### src/swc_pkg.sv
// swc_pkg: constants and types of the sleep and wake-up controller
// assumes one 50 MHz system clock that also serves as the oscillator
package swc_pkg;
   localparam int CLK_HZ = 50_000_000;
   localparam int CLK_PERIOD_NS = 20;
   localparam int LF_OSC_HZ = 31_000;
   localparam int LF_DIV = CLK_HZ / LF_OSC_HZ;
   // the oscillator that must start up is the one feeding ref_clk
   localparam int OSC_PERIOD_NS = CLK_PERIOD_NS;
   localparam int STARTUP_OSC_PERIODS = 1024;
   localparam int STARTUP_DELAY_NS = STARTUP_OSC_PERIODS * OSC_PERIOD_NS;
   localparam int OST_CYCLES = (STARTUP_DELAY_NS + CLK_PERIOD_NS - 1) / CLK_PERIOD_NS;
   localparam int OST_W = 11;
   localparam int DIV_W = 11;
   localparam int WD_W = 16;
   localparam int N_IRQ = 8;

   localparam logic [7:0] OFS_STATUS = 8'h00;
   localparam logic [7:0] OFS_CTRL = 8'h04;
   localparam logic [7:0] OFS_IRQ_EN = 8'h08;
   localparam logic [7:0] OFS_STATE = 8'h0c;

   localparam int STATUS_PD_BIT = 3;
   localparam int STATUS_TO_BIT = 4;
   localparam int CTRL_GIE_BIT = 0;
   localparam int CTRL_WDTE_LSB = 1;
   localparam int CTRL_SWDTEN_BIT = 3;
   localparam int CTRL_OSC_LSB = 4;
   localparam int CTRL_EXTRST_EN_BIT = 6;
   localparam int CTRL_BOR_EN_BIT = 7;
   localparam logic [7:0] CTRL_RESET = 8'hc0;
   localparam logic [7:0] IRQ_EN_RESET = 8'h00;

   localparam logic [1:0] RESP_OKAY = 2'h0;
   localparam logic [1:0] RESP_SLVERR = 2'h2;

   typedef enum logic [1:0] {
      WDTE_OFF    = 2'b00,
      WDTE_SW     = 2'b01,
      WDTE_NSLEEP = 2'b10,
      WDTE_ON     = 2'b11
   } swc_wdte_e;

   typedef enum logic [1:0] {
      OSC_INTERNAL   = 2'b00,
      OSC_CRYSTAL    = 2'b01,
      OSC_HIGH_SPEED = 2'b10,
      OSC_LOW_POWER  = 2'b11
   } swc_osc_e;

   typedef enum logic [2:0] {
      ST_AWAKE   = 3'b000,
      ST_ENTER   = 3'b001,
      ST_ASLEEP  = 3'b010,
      ST_STARTUP = 3'b011,
      ST_RESUME  = 3'b100
   } swc_state_e;
endpackage

### src/swc_wd_if.sv
// swc_wd_if: link between the sleep sequencer and its watchdog counter
// assumes both ends run on ref_clk
`timescale 1ns/1ns
interface swc_wd_if;
   logic                      clear;
   logic                      run;
   logic                      timeout;
   logic [swc_pkg::WD_W-1:0]  count;
   modport ctl (output clear, output run, input timeout, input count);
   modport wd (input clear, input run, output timeout, output count);
endinterface

### src/swc_top.sv
// swc_top: sleep entry, clock gating, wake-up and status flags with AXI4-Lite access
// assumes core strobes and irq flags are on ref_clk; reset pins are asynchronous
//
// Functional notes
// - sleep is entered only when the core executes the sleep instruction.
// - entering sleep clears the watchdog; it keeps counting if enabled in sleep.
// - completed sleep entry clears the power-down flag and sets the timeout flag.
// - the core clock is stopped while asleep.
// - low-frequency, timer, converter and sensing oscillators keep running in sleep.
// - io pins hold their pre-sleep drive state for the whole sleep.
// - sleep changes no reset source except the watchdog.
// - wake on reset pin, brownout, power-on, watchdog or enabled interrupts.
// - pin, brownout and power-on wakes reset fully; watchdog and interrupts resume.
// - while sleep executes the core prefetches the next instruction.
// - an interrupt wakes only if its own enable is set, ignoring global enable.
// - interrupt wake with global enable off continues after the sleep instruction.
// - with global enable on, run the next instruction then vector.
// - every wake from sleep clears the watchdog.
// - global enable off with enabled flag already set makes sleep a no-op.
// - flag set during or after sleep: complete sleep, then wake at once.
// - crystal, high-speed and low-power modes wait 1024 oscillator periods on wake.
// - watchdog timeout in sleep wakes without reset and records it in the flags.
// - after wake the watchdog stays clear until oscillator start-up ends.
`timescale 1ns/1ns
module swc_top
#(
   parameter logic [15:0] WDT_LIMIT = 16'hffff
)
(
   input  wire logic                       ref_clk,
   input  wire logic                       rst,
   input  wire logic [7:0]                 s_axi_awaddr,
   input  wire logic                       s_axi_awvalid,
   output logic                            s_axi_awready,
   input  wire logic [31:0]                s_axi_wdata,
   input  wire logic [3:0]                 s_axi_wstrb,
   input  wire logic                       s_axi_wvalid,
   output logic                            s_axi_wready,
   output logic [1:0]                      s_axi_bresp,
   output logic                            s_axi_bvalid,
   input  wire logic                       s_axi_bready,
   input  wire logic [7:0]                 s_axi_araddr,
   input  wire logic                       s_axi_arvalid,
   output logic                            s_axi_arready,
   output logic [31:0]                     s_axi_rdata,
   output logic [1:0]                      s_axi_rresp,
   output logic                            s_axi_rvalid,
   input  wire logic                       s_axi_rready,
   input  wire logic                       sleep_exec,
   input  wire logic                       wdt_clear_cmd,
   input  wire logic [swc_pkg::N_IRQ-1:0]  irq_flags,
   input  wire logic                       external_reset_pin_n,
   input  wire logic                       brownout_reset,
   input  wire logic                       por_reset,
   output logic                            core_clk_en,
   output logic                            io_hold,
   output logic [3:0]                      osc_keep_run,
   output logic                            asleep,
   output logic                            prefetch_next,
   output logic                            sleep_nop,
   output logic                            wake_resume,
   output logic                            irq_vector_req,
   output logic                            sys_reset
);
   swc_wd_if wd ();

   swc_wdog #(.LIMIT(WDT_LIMIT)) u_wdog
   (
      .ref_clk (ref_clk),
      .rst     (rst),
      .wd      (wd.wd)
   );

   // one-hot select {state, irq_en, ctrl, status}; zero means unmapped
   function automatic logic [3:0] reg_sel(input logic [7:0] a);
      logic [3:0] r;
      r = 4'h0;
      if (a == swc_pkg::OFS_STATUS)
         r = 4'h1;
      if (a == swc_pkg::OFS_CTRL)
         r = 4'h2;
      if (a == swc_pkg::OFS_IRQ_EN)
         r = 4'h4;
      if (a == swc_pkg::OFS_STATE)
         r = 4'h8;
      return r;
   endfunction

   swc_pkg::swc_state_e      state_q;
   swc_pkg::swc_state_e      state_d;
   logic [1:0]               ext_sync_q;
   logic [1:0]               bor_sync_q;
   logic [1:0]               por_sync_q;
   logic [7:0]               ctrl_q;
   logic [7:0]               irq_en_q;
   logic                     to_q;
   logic                     pd_q;
   logic                     to_d;
   logic                     pd_d;
   logic [swc_pkg::OST_W-1:0] ost_q;
   logic                     by_irq_q;
   logic                     by_irq_d;
   logic                     wd_wake_q;
   logic                     global_irq_enable;
   logic                     swdten;
   logic                     ext_en;
   logic                     bor_en;
   swc_pkg::swc_wdte_e       wdte;
   swc_pkg::swc_osc_e        osc;
   logic                     osc_slow;
   logic                     wake_req;
   logic                     reset_src;
   logic                     wd_active;
   logic                     sleeping;
   logic                     nop_sleep;
   logic                     sleep_go;
   logic                     wake_now;
   logic                     wd_reset;
   logic                     clk_on_d;

   // reset pins cross in from outside the clock domain
   always_ff @(posedge ref_clk)
   begin
      if (rst)
      begin
         ext_sync_q <= 2'h3;
         bor_sync_q <= 2'h0;
         por_sync_q <= 2'h0;
      end
      else
      begin
         ext_sync_q <= {ext_sync_q[0], external_reset_pin_n};
         bor_sync_q <= {bor_sync_q[0], brownout_reset};
         por_sync_q <= {por_sync_q[0], por_reset};
      end
   end

   assign global_irq_enable = ctrl_q[swc_pkg::CTRL_GIE_BIT];
   assign swdten = ctrl_q[swc_pkg::CTRL_SWDTEN_BIT];
   assign ext_en = ctrl_q[swc_pkg::CTRL_EXTRST_EN_BIT];
   assign bor_en = ctrl_q[swc_pkg::CTRL_BOR_EN_BIT];
   assign wdte = swc_pkg::swc_wdte_e'(ctrl_q[swc_pkg::CTRL_WDTE_LSB +: 2]);
   assign osc = swc_pkg::swc_osc_e'(ctrl_q[swc_pkg::CTRL_OSC_LSB +: 2]);
   assign osc_slow = (osc != swc_pkg::OSC_INTERNAL);

   // global enable deliberately absent from the wake term
   assign wake_req = |(irq_flags & irq_en_q);
   // same reset path whether asleep or awake
   assign reset_src = (ext_en & ~ext_sync_q[1]) | (bor_en & bor_sync_q[1])
                    | por_sync_q[1];

   assign sleeping = (state_q == swc_pkg::ST_ENTER) || (state_q == swc_pkg::ST_ASLEEP);
   assign wd_active = (wdte == swc_pkg::WDTE_ON)
                    || (wdte == swc_pkg::WDTE_NSLEEP && !sleeping)
                    || (wdte == swc_pkg::WDTE_SW && swdten);

   assign nop_sleep = (state_q == swc_pkg::ST_AWAKE) && sleep_exec && !global_irq_enable
                    && wake_req;
   assign sleep_go = (state_q == swc_pkg::ST_AWAKE) && sleep_exec && !nop_sleep;
   // a flag arriving while entry completes wakes right away
   assign wake_now = sleeping && (wake_req || wd.timeout);
   assign wd_reset = wd.timeout && !sleeping;
   assign by_irq_d = wake_now ? wake_req : by_irq_q;

   assign wd.run = wd_active;
   assign wd.clear = sleep_go || (state_q == swc_pkg::ST_ENTER) || wake_now
                   || (state_q == swc_pkg::ST_STARTUP) || wdt_clear_cmd
                   || !wd_active;

   always_comb
   begin
      state_d = state_q;
      unique case (state_q)
         swc_pkg::ST_AWAKE:
            if (sleep_go)
               state_d = swc_pkg::ST_ENTER;
         swc_pkg::ST_ENTER, swc_pkg::ST_ASLEEP:
            if (wake_now)
               state_d = osc_slow ? swc_pkg::ST_STARTUP : swc_pkg::ST_RESUME;
            else
               state_d = swc_pkg::ST_ASLEEP;
         swc_pkg::ST_STARTUP:
            if (ost_q == '0)
               state_d = swc_pkg::ST_RESUME;
         swc_pkg::ST_RESUME:
            state_d = swc_pkg::ST_AWAKE;
         default:
            state_d = swc_pkg::ST_AWAKE;
      endcase
   end

   // watchdog timeout outranks the entry update so the event is recorded
   assign to_d = wd.timeout ? 1'b0
               : ((state_q == swc_pkg::ST_ENTER) || wdt_clear_cmd) ? 1'b1
               : to_q;
   assign pd_d = wd.timeout ? pd_q
               : (state_q == swc_pkg::ST_ENTER) ? 1'b0
               : wdt_clear_cmd ? 1'b1 : pd_q;
   assign clk_on_d = (state_d == swc_pkg::ST_AWAKE) || (state_d == swc_pkg::ST_RESUME);

   always_ff @(posedge ref_clk)
   begin
      if (rst)
      begin
         state_q <= swc_pkg::ST_AWAKE;
         to_q <= 1'b1;
         pd_q <= 1'b1;
         by_irq_q <= 1'b0;
         wd_wake_q <= 1'b0;
      end
      else
      begin
         state_q <= state_d;
         to_q <= to_d;
         pd_q <= pd_d;
         by_irq_q <= by_irq_d;
         wd_wake_q <= wake_now ? (wd.timeout && !wake_req) : wd_wake_q;
      end
   end

   // start-up count runs only for external oscillator modes
   always_ff @(posedge ref_clk)
   begin
      if (rst)
         ost_q <= '0;
      else if (wake_now && osc_slow)
         ost_q <= swc_pkg::OST_W'(swc_pkg::OST_CYCLES - 1);
      else if (state_q == swc_pkg::ST_STARTUP)
         ost_q <= ost_q - 1'b1;
   end

   always_ff @(posedge ref_clk)
   begin
      if (rst)
      begin
         core_clk_en <= 1'b1;
         io_hold <= 1'b0;
         asleep <= 1'b0;
         osc_keep_run <= 4'hf;
         prefetch_next <= 1'b0;
         sleep_nop <= 1'b0;
         wake_resume <= 1'b0;
         irq_vector_req <= 1'b0;
         sys_reset <= 1'b0;
      end
      else
      begin
         core_clk_en <= clk_on_d;
         io_hold <= !clk_on_d;
         asleep <= (state_d == swc_pkg::ST_ASLEEP);
         osc_keep_run <= 4'hf;
         prefetch_next <= (state_q == swc_pkg::ST_AWAKE) && sleep_exec;
         sleep_nop <= nop_sleep;
         wake_resume <= (state_d == swc_pkg::ST_RESUME);
         irq_vector_req <= (state_d == swc_pkg::ST_RESUME) && global_irq_enable && by_irq_d;
         sys_reset <= reset_src || wd_reset;
      end
   end

   // register bus: write address and data taken in either order
   logic [7:0]  awaddr_q;
   logic [31:0] wdata_q;
   logic [3:0]  wstrb_q;
   logic        aw_hold_q;
   logic        w_hold_q;
   logic        aw_take;
   logic        w_take;
   logic        aw_full;
   logic        w_full;
   logic        do_wr;
   logic        bvalid_d;
   logic        rvalid_d;
   logic        ar_take;
   logic [7:0]  wr_addr;
   logic [31:0] wr_data;
   logic [3:0]  wr_strb;
   logic [3:0]  wr_sel;
   logic [3:0]  rd_sel;
   logic [7:0]  status_rd;
   logic [7:0]  rd_byte;

   assign aw_take = s_axi_awvalid && s_axi_awready;
   assign w_take = s_axi_wvalid && s_axi_wready;
   assign aw_full = aw_hold_q || aw_take;
   assign w_full = w_hold_q || w_take;
   assign do_wr = aw_full && w_full && !s_axi_bvalid;
   assign bvalid_d = do_wr || (s_axi_bvalid && !s_axi_bready);
   assign wr_addr = aw_hold_q ? awaddr_q : s_axi_awaddr;
   assign wr_data = w_hold_q ? wdata_q : s_axi_wdata;
   assign wr_strb = w_hold_q ? wstrb_q : s_axi_wstrb;
   assign wr_sel = reg_sel(wr_addr);
   assign ar_take = s_axi_arvalid && s_axi_arready;
   assign rvalid_d = ar_take || (s_axi_rvalid && !s_axi_rready);
   assign rd_sel = reg_sel(s_axi_araddr);

   always_comb
   begin
      status_rd = 8'h00;
      status_rd[swc_pkg::STATUS_TO_BIT] = to_q;
      status_rd[swc_pkg::STATUS_PD_BIT] = pd_q;
   end

   assign rd_byte = rd_sel[0] ? status_rd
                  : rd_sel[1] ? ctrl_q
                  : rd_sel[2] ? irq_en_q
                  : rd_sel[3] ? {3'h0, by_irq_q, wd_wake_q, state_q}
                  : 8'h00;

   always_ff @(posedge ref_clk)
   begin
      if (rst)
      begin
         aw_hold_q <= 1'b0;
         w_hold_q <= 1'b0;
         s_axi_awready <= 1'b0;
         s_axi_wready <= 1'b0;
         s_axi_bvalid <= 1'b0;
         s_axi_bresp <= swc_pkg::RESP_OKAY;
      end
      else
      begin
         aw_hold_q <= aw_full && !do_wr;
         w_hold_q <= w_full && !do_wr;
         s_axi_awready <= !(aw_full && !do_wr) && !bvalid_d;
         s_axi_wready <= !(w_full && !do_wr) && !bvalid_d;
         s_axi_bvalid <= bvalid_d;
         if (do_wr)
            s_axi_bresp <= (wr_sel != 4'h0) ? swc_pkg::RESP_OKAY : swc_pkg::RESP_SLVERR;
      end
   end

   always_ff @(posedge ref_clk)
   begin
      if (aw_take)
         awaddr_q <= s_axi_awaddr;
      if (w_take)
      begin
         wdata_q <= s_axi_wdata;
         wstrb_q <= s_axi_wstrb;
      end
   end

   // status and state are read-only; writes to them are accepted and dropped
   always_ff @(posedge ref_clk)
   begin
      if (rst)
      begin
         ctrl_q <= swc_pkg::CTRL_RESET;
         irq_en_q <= swc_pkg::IRQ_EN_RESET;
      end
      else if (do_wr && wr_strb[0])
      begin
         if (wr_sel[1])
            ctrl_q <= wr_data[7:0];
         if (wr_sel[2])
            irq_en_q <= wr_data[7:0];
      end
   end

   always_ff @(posedge ref_clk)
   begin
      if (rst)
      begin
         s_axi_arready <= 1'b0;
         s_axi_rvalid <= 1'b0;
         s_axi_rdata <= 32'h0;
         s_axi_rresp <= swc_pkg::RESP_OKAY;
      end
      else
      begin
         s_axi_arready <= !rvalid_d;
         s_axi_rvalid <= rvalid_d;
         if (ar_take)
         begin
            s_axi_rdata <= {24'h0, rd_byte};
            s_axi_rresp <= (rd_sel != 4'h0) ? swc_pkg::RESP_OKAY : swc_pkg::RESP_SLVERR;
         end
      end
   end
endmodule

### src/swc_wdog.sv
// swc_wdog: watchdog counter ticking on the low-frequency oscillator rate
// assumes clear and run come from the sequencer on the same clock
`timescale 1ns/1ns
module swc_wdog
#(
   parameter logic [15:0] LIMIT = 16'hffff
)
(
   input wire logic  ref_clk,
   input wire logic  rst,
   swc_wd_if.wd      wd
);
   localparam logic [swc_pkg::DIV_W-1:0] DIV_LAST = swc_pkg::DIV_W'(swc_pkg::LF_DIV - 1);

   logic [swc_pkg::DIV_W-1:0] div_q;
   logic [swc_pkg::WD_W-1:0]  count_q;
   logic                      timeout_q;
   logic                      lf_tick;
   logic                      at_limit;

   // the low-frequency tick free-runs, sleep or not
   assign lf_tick = (div_q == DIV_LAST);
   assign at_limit = (count_q == LIMIT);
   assign wd.timeout = timeout_q;
   assign wd.count = count_q;

   always_ff @(posedge ref_clk)
   begin
      if (rst || lf_tick)
         div_q <= '0;
      else
         div_q <= div_q + 1'b1;
   end

   always_ff @(posedge ref_clk)
   begin
      if (rst || wd.clear)
         count_q <= '0;
      else if (wd.run && lf_tick)
         count_q <= at_limit ? '0 : count_q + 1'b1;
   end

   always_ff @(posedge ref_clk)
   begin
      if (rst)
         timeout_q <= 1'b0;
      else
         timeout_q <= wd.run && !wd.clear && lf_tick && at_limit;
   end
endmodule

### config.mk
export PLATFORM = sky130hd
export DESIGN_NAME = swc_top
export DESIGN_NICKNAME = d
export VERILOG_FILES = /design/src/swc_pkg.sv /design/src/swc_wd_if.sv /design/src/swc_top.sv /design/src/swc_wdog.sv
export SDC_FILE = /design/constraint.sdc
export NUM_CORES = 1
export LEC_CHECK = 0
export ABC_AREA = 1
export BUFFER_PORTS_ARGS = -buffer_cell sky130_fd_sc_hd__buf_2
export CORE_UTILIZATION = 45
export CTS_BUF_LIST = sky130_fd_sc_hd__clkbuf_4 sky130_fd_sc_hd__clkbuf_8 sky130_fd_sc_hd__clkbuf_16
export CTS_CLUSTER_DIAMETER = 100
export CTS_CLUSTER_SIZE = 40
export DETAILED_ROUTE_END_ITERATION = 10
export HOLD_SLACK_MARGIN = 0.08
export PLACE_DENSITY = 0.68
export SYNTH_ARGS = -nofsm -noshare
export SYNTH_HDL_FRONTEND = slang
export SYNTH_SLANG_ARGS = --single-unit
### constraint.sdc
create_clock -name ref_clk -period 2.2 [get_ports ref_clk]
set_input_delay 0.44 -clock ref_clk [delete_from_list [all_inputs] [get_ports ref_clk]]
set_output_delay 0.44 -clock ref_clk [all_outputs]
set_load 0.05 [all_outputs]
======== After elaboration in Yosys (flattened, before gate mapping) ========
Cells that the tools add are included.
storage, ports and cells
  register bits after elaboration ......... 112
  input port bits ......................... 72
  logic and storage cells ................. 170
  output and inout port bits .............. 53
cells by class
  mux-type cells .......................... 30
  add/subtract/negate cells ............... 3
  reduce and logical (&&, ||, !) cells .... 78
  bitwise logic cells ..................... 7
  equality and inequality tests ........... 16
operators by type and width
  operator                                                              count
  8-bit two-way mux                                                     5
  8-bit by 4-bit == test with 1-bit output, second input constant       4
  1-bit logical AND                                                     28
  4-bit two-way mux                                                     6
  10-bit two-way mux                                                    2
  1-bit logical OR                                                      18
  16-bit by 1-bit adder with 16-bit output, second input constant       1
  16-bit == test, second input constant                                 1
  8-bit by 3-bit == test with 1-bit output, second input constant       2
  8-bit logical NOT                                                     2
  16-bit two-way mux                                                    1
  1-bit logical NOT                                                     15
  3-bit two-way mux                                                     4
  11-bit by 1-bit adder with 11-bit output, second input constant       1
  11-bit == test, second input constant                                 1
  11-bit logical NOT                                                    1
  11-bit by 1-bit subtractor with 11-bit output, second input constant  1
  3-bit by 2-bit == test with 1-bit output, second input constant       3
  3-bit one-hot mux with 3 select lines                                 1
  8-bit bitwise AND                                                     1
  1-bit two-way mux                                                     8
  2-bit nonzero test                                                    4
  4-bit nonzero test                                                    2
  8-bit OR reduction                                                    1
  other kinds (12)                                                      21

======== Depth between registers and ports, before layout ========
  depth after elaboration ................. 15
  mapped depth ............................ 10
  gate-level depth less buffers ........... 10

======== Modules after synthesis ========
From an unflattened synthesis, not the netlist that was laid out.
second synthesis, totals
  cells, all modules ...................... 714
  area, all modules ....................... 5372.7 sq um
by module, submodules not included
  module    area an instance (sq um)  sequential area each (sq um)  cells an instance  times used
  swc_top   3886.2                    1811.7                        487                1
  swc_wdog  1486.4                    560.5                         227                1

======== Least setup slack after synthesis ========
Ideal clock, no wire load.
  path kind ............................... reg-to-reg
  start ................................... register s_axi_awready
  end ..................................... register irq_en_q[6]
  required time ........................... 2.090 ns
  stages on the path, launching flop included .. 10
  arrival time ............................ 1.713 ns
  slack ................................... 0.377 ns
  buffers on the path ..................... 1
  clock period less this slack ............ 1.823 ns
  setup time .............................. 0.110 ns
  cell sequence ........................... dfxtp_1 nand2_1 inv_1 or2_1 nand3_4 nor2_8 buf_6 nand4_1 nand2_1 nor2_1
between the ends
  cells in the longest elaborated chain, start to end .. 6
ends and longest elaborated chain
  what                                  line            source
  from (decl)                           swc_top.sv:34   output logic s_axi_awready,
  from (signal assigned)                swc_top.sv:324  s_axi_awready <= !(aw_full && !do_wr) && !bvalid_d;
  1-bit logical AND                     swc_top.sv:282  assign aw_take = s_axi_awvalid && s_axi_awready;
  via aw_take                           swc_top.sv:266  logic aw_take;
  1-bit logical OR                      swc_top.sv:284  assign aw_full = aw_hold_q || aw_take;
  1-bit logical AND (2 in a row)        swc_top.sv:286  assign do_wr = aw_full && w_full && !s_axi_bvalid;
  1-bit logical AND                     swc_top.sv:351  else if (do_wr && wr_strb[0])
  2-bit AND reduction (no source line)  n/a
  to (signal assigned)                  swc_top.sv:349  irq_en_q <= swc_pkg::IRQ_EN_RESET;
  to (signal assigned)                  swc_top.sv:356  irq_en_q <= wr_data[7:0];
  to (decl)                             swc_top.sv:95   logic [7:0] irq_en_q;
The timed path passes the listed nets, and every way through them passes these cells.
A chain may end at the register's enable or synchronous reset.

======== Worst setup path after layout ========
  start ................................... register u_wdog.div_q[0] (netlist bit)
  end ..................................... register u_wdog.count_q (netlist bit u_wdog.wd.count[12])
between the ends
  cells in the longest elaborated chain, start to end .. 2
ends and longest elaborated chain
  what                    line            source
  from (decl)             swc_wdog.sv:15  logic [swc_pkg::DIV_W-1:0] div_q;
  from (signal assigned)  swc_wdog.sv:32  div_q <= div_q + 1'b1;
  11-bit == test          swc_wdog.sv:22  assign lf_tick = (div_q == DIV_LAST);
  1-bit logical AND       swc_wdog.sv:39  else if (wd.run && lf_tick)
  to (signal assigned)    swc_wdog.sv:40  count_q <= at_limit ? '0 : count_q + 1'b1;
  to (decl)               swc_wdog.sv:16  logic [swc_pkg::WD_W-1:0] count_q;
No other way between the ends.

==> reports/results.tsv <==
stage	metric	value	unit
placed_design	port bufs	67	
timing	RSZ-0062 raised after global routing	false	
run_status	outcome	completed	
cells_and_area	Layout fillers	1215	
cts	Clock Sinks	110	
logic_synthesis	Seq/Total Area, Yosys	0.422	
timing	final setup fails	0	
logic_synthesis	Post-Syn Area	5620	sq um
logic_synthesis	Yosys top cell area share	0.331	
logic_synthesis	FFs w/ async S/R, synth	0	
cts	clk buf depth	2	
floorplan	Starting Density	0.464	
timing	Least-Margin Pin Slew	0.540	ns
worst_hold_path	Tightest Hold Check Type	input port to register	
cts	H-tree depth	3	
cts	clk_lat worst skew	0.35	ns
floorplan	I/O pins	125	
floorplan	FP Rows	40	
cells_and_area	share of layout cells above drive strength 1	0.168	
pwr	Max VDD drop	0.369	mV
logic_synthesis	Post-synth EDFFs	17	
cells_and_area	Antenna Cells	0	
logic_synthesis	post-synth top area cell	dfxtp_1	
logic_synthesis	most common flop cell mapped by yosys	dfxtp_1	
drt	routed wl met2	4890	um
critical_path	Crit. End Element	register	
floorplan	Core Area	12100	sq um
cells_and_area	Nets	896	
grt	initial antenna violation count	0	
timing	worst rel slew slack	0.639	
drt	WL/cell	11.2	um
cts	hold_buf cts	0	
logic_synthesis	Ys Warns	0	
placed_design	Final GP Congestion	0.826	
logic_synthesis	post-synthesis cell count	755	
timing	Hold Fails Final Rpt	0	
pwr	Power per Cell Area	708	nW/um^2
cts	Worst-path clk slew	0.07	ns
logic_synthesis	commonest cells in the netlist	166 x nand2_1, 109 x inv_1, 94 x nor2_1, 93 x dfxtp_1, 45 x nand3_1	
critical_path	Worst Path Max Fanout	17	
critical_path	kind of critical path	register to register	
floorplan	die area	12900	sq um
cts	post-CTS resize count	0	
logic_synthesis	Yosys cell types	46	
grt	pin count of the biggest net entering global routing	21	
critical_path	Critical Path RT	2.49	ns
timing	Max Transition Viols Final	0	
drt	Post-Route WL	11100	um
drt	WL met3	333	um
drt	via count	4611	
drt	Iter 0 DRT Violations	218	
grt	GR Overflow Total	0	
cts	CTS Root Cell	clkbuf_16	
grt	GRT Total Usage	0.185	
critical_path	critical path startpoint category	register	
cells_and_area	Util after Layout	0.521	
logic_synthesis	top cells by area, synth	dfxtp_1 33%, nand2_1 11%, edfxtp_1 9.1%	
logic_synthesis	count leader, synth	nand2_1	
cts	TritonCTS clock tree	done	
logic_synthesis	FF+latch count, synth	110	
cts	Post-CTS Setup Repair Bufs	0	
logic_synthesis	Mean Syn Cell Area	7.44	sq um
critical_path	crit path DAT	1.96	ns
drt	DRT antenna net count	0	
job	max_cap viols	0	
floorplan	die height	114	um
cts	TritonCTS Buffers	9	
floorplan	die width	114	um
cells_and_area	Layout Area Growth over Synthesis	12.3	%
drt	DRT met1 WL	5630	um
timing	Period minus WS final	1.67	ns
timing	clock skew	0.00740	ns
timing	Final period util	0.757	
grt	number of global-route vias before repair	4099	
grt	first-pass GRT wire length	19000	um
timing	setup TNS	0	ns
drt	Pre-antenna DRT Iters	5	
drt	max layer used	met4	
drt	residual DRC count	0	
timing	fmax	0.600	GHz
drt	Vias per Instance	4.64	
placed_design	post-DP HPWL	8240	um
pwr	leakage	2.79	nW
cells by family (layout without fill, tap and decap cells):
family | count (synthesis) | count (layout) | synth area share
xor gates and xnor gates | 10 | 10 | 0.0156
muxes | 7 | 7 | 0.0131
other | 2 | 30 | 0.00134
AOI/OAI and AO/OA | 79 | 79 | 0.0831
DFF | 110 | 110 | 0.422
and+or+nand+nor | 380 | 380 | 0.318
adders and majority gates | 4 | 4 | 0.00891
buffers and inverters | 163 | 205 | 0.138
cell type report:
class,instances,area [sq um],share of cell area
clock buffers,12,278,0.0440
clock inverters,4,51.3,0.00813
inverters,115,432,0.0684
multi-input cells,510,2580,0.408
repair buffers,74,388,0.0615
flip-flops and latches,110,2370,0.376
well taps,168,210,0.0333
worst paths after layout:
kind                                 startpoint                   to  slack [ns]  cells after the start
worst max register to register  u_wdog.div_q[0]  u_wdog.wd.count[12]        0.53                      9
worst min-delay path            s_axi_awaddr[6]          awaddr_q[6]        0.27                      1
worst max-delay path            u_wdog.div_q[0]  u_wdog.wd.count[12]        0.53                      9
worst min register to register    por_sync_q[0]        por_sync_q[1]        0.41                      2
through the flow:
step           cell area [sq um]  worst slack, ns  hold WS [ns]  cells  total power [mW]
6_report                    6310            0.534         0.273    993              4.47
5_1_grt                     6310            0.331         0.263    993              4.66
4_1_cts                     6310            0.509         0.265    993              4.52
3_5_place_dp                5980            0.294         0.403    977              2.77
3_3_place_gp                5980            0.325         0.400    977              2.77
2_1_floorplan               5720            0.377         0.388    783              2.68
flip-flops by register name (all words and copies together) (netlist names), 2 cells and up:
signal / count
u_wdog.wd.count: 16
ost_q: 11
u_wdog.div_q: 11
awaddr_q: 8
ctrl_q: 8
irq_en_q: 8
s_axi_rdata: 8
wdata_q: 8
state_q: 3
bor_sync_q: 2
ext_sync_q: 2
por_sync_q: 2
power breakdown:
part | switching [mW] | internal [mW] | total (mW)
sequential | 0.0362 | 2.11 | 2.15
combinational | 0.433 | 0.143 | 0.576
clock | 0.726 | 1.01 | 1.74
total | 1.19 | 3.27 | 4.47
metal layers:
metal,track usage,vias up
li1,-,2475
met1,0.255,2038
met2,0.287,81
met3,0.0287,17
met5,0,-
met4,0.0842,0
critical path, stage by stage, from the launching register on:
cell and delay, ns:
dfxtp_1 0.35, ha_1 0.17, nand2_1 0.09, nor2_1 0.11, nand3_1 0.17, nor2_4 0.37, nand3_1 0.13, nand2_1 0.08
nand2_1 0.06, nor2_2 0.06
placed cells by master (no fill, tap or decap), types with 7 or more instances in the layout:
cell type / count
o21ai_0: 17
nand2_1: 166
a21oi_2: 8
buf_4: 7
edfxtp_1: 17
xor2_1: 10
nand3_1: 45
dfxtp_1: 93
nand4_1: 28
buf_2: 67
clkbuf_16: 10
inv_1: 109
conb_1: 30
nor3_1: 7
nand2_2: 7
a21oi_1: 34
nor2_1: 94
Note: power is estimated with default switching activity, not from simulation.
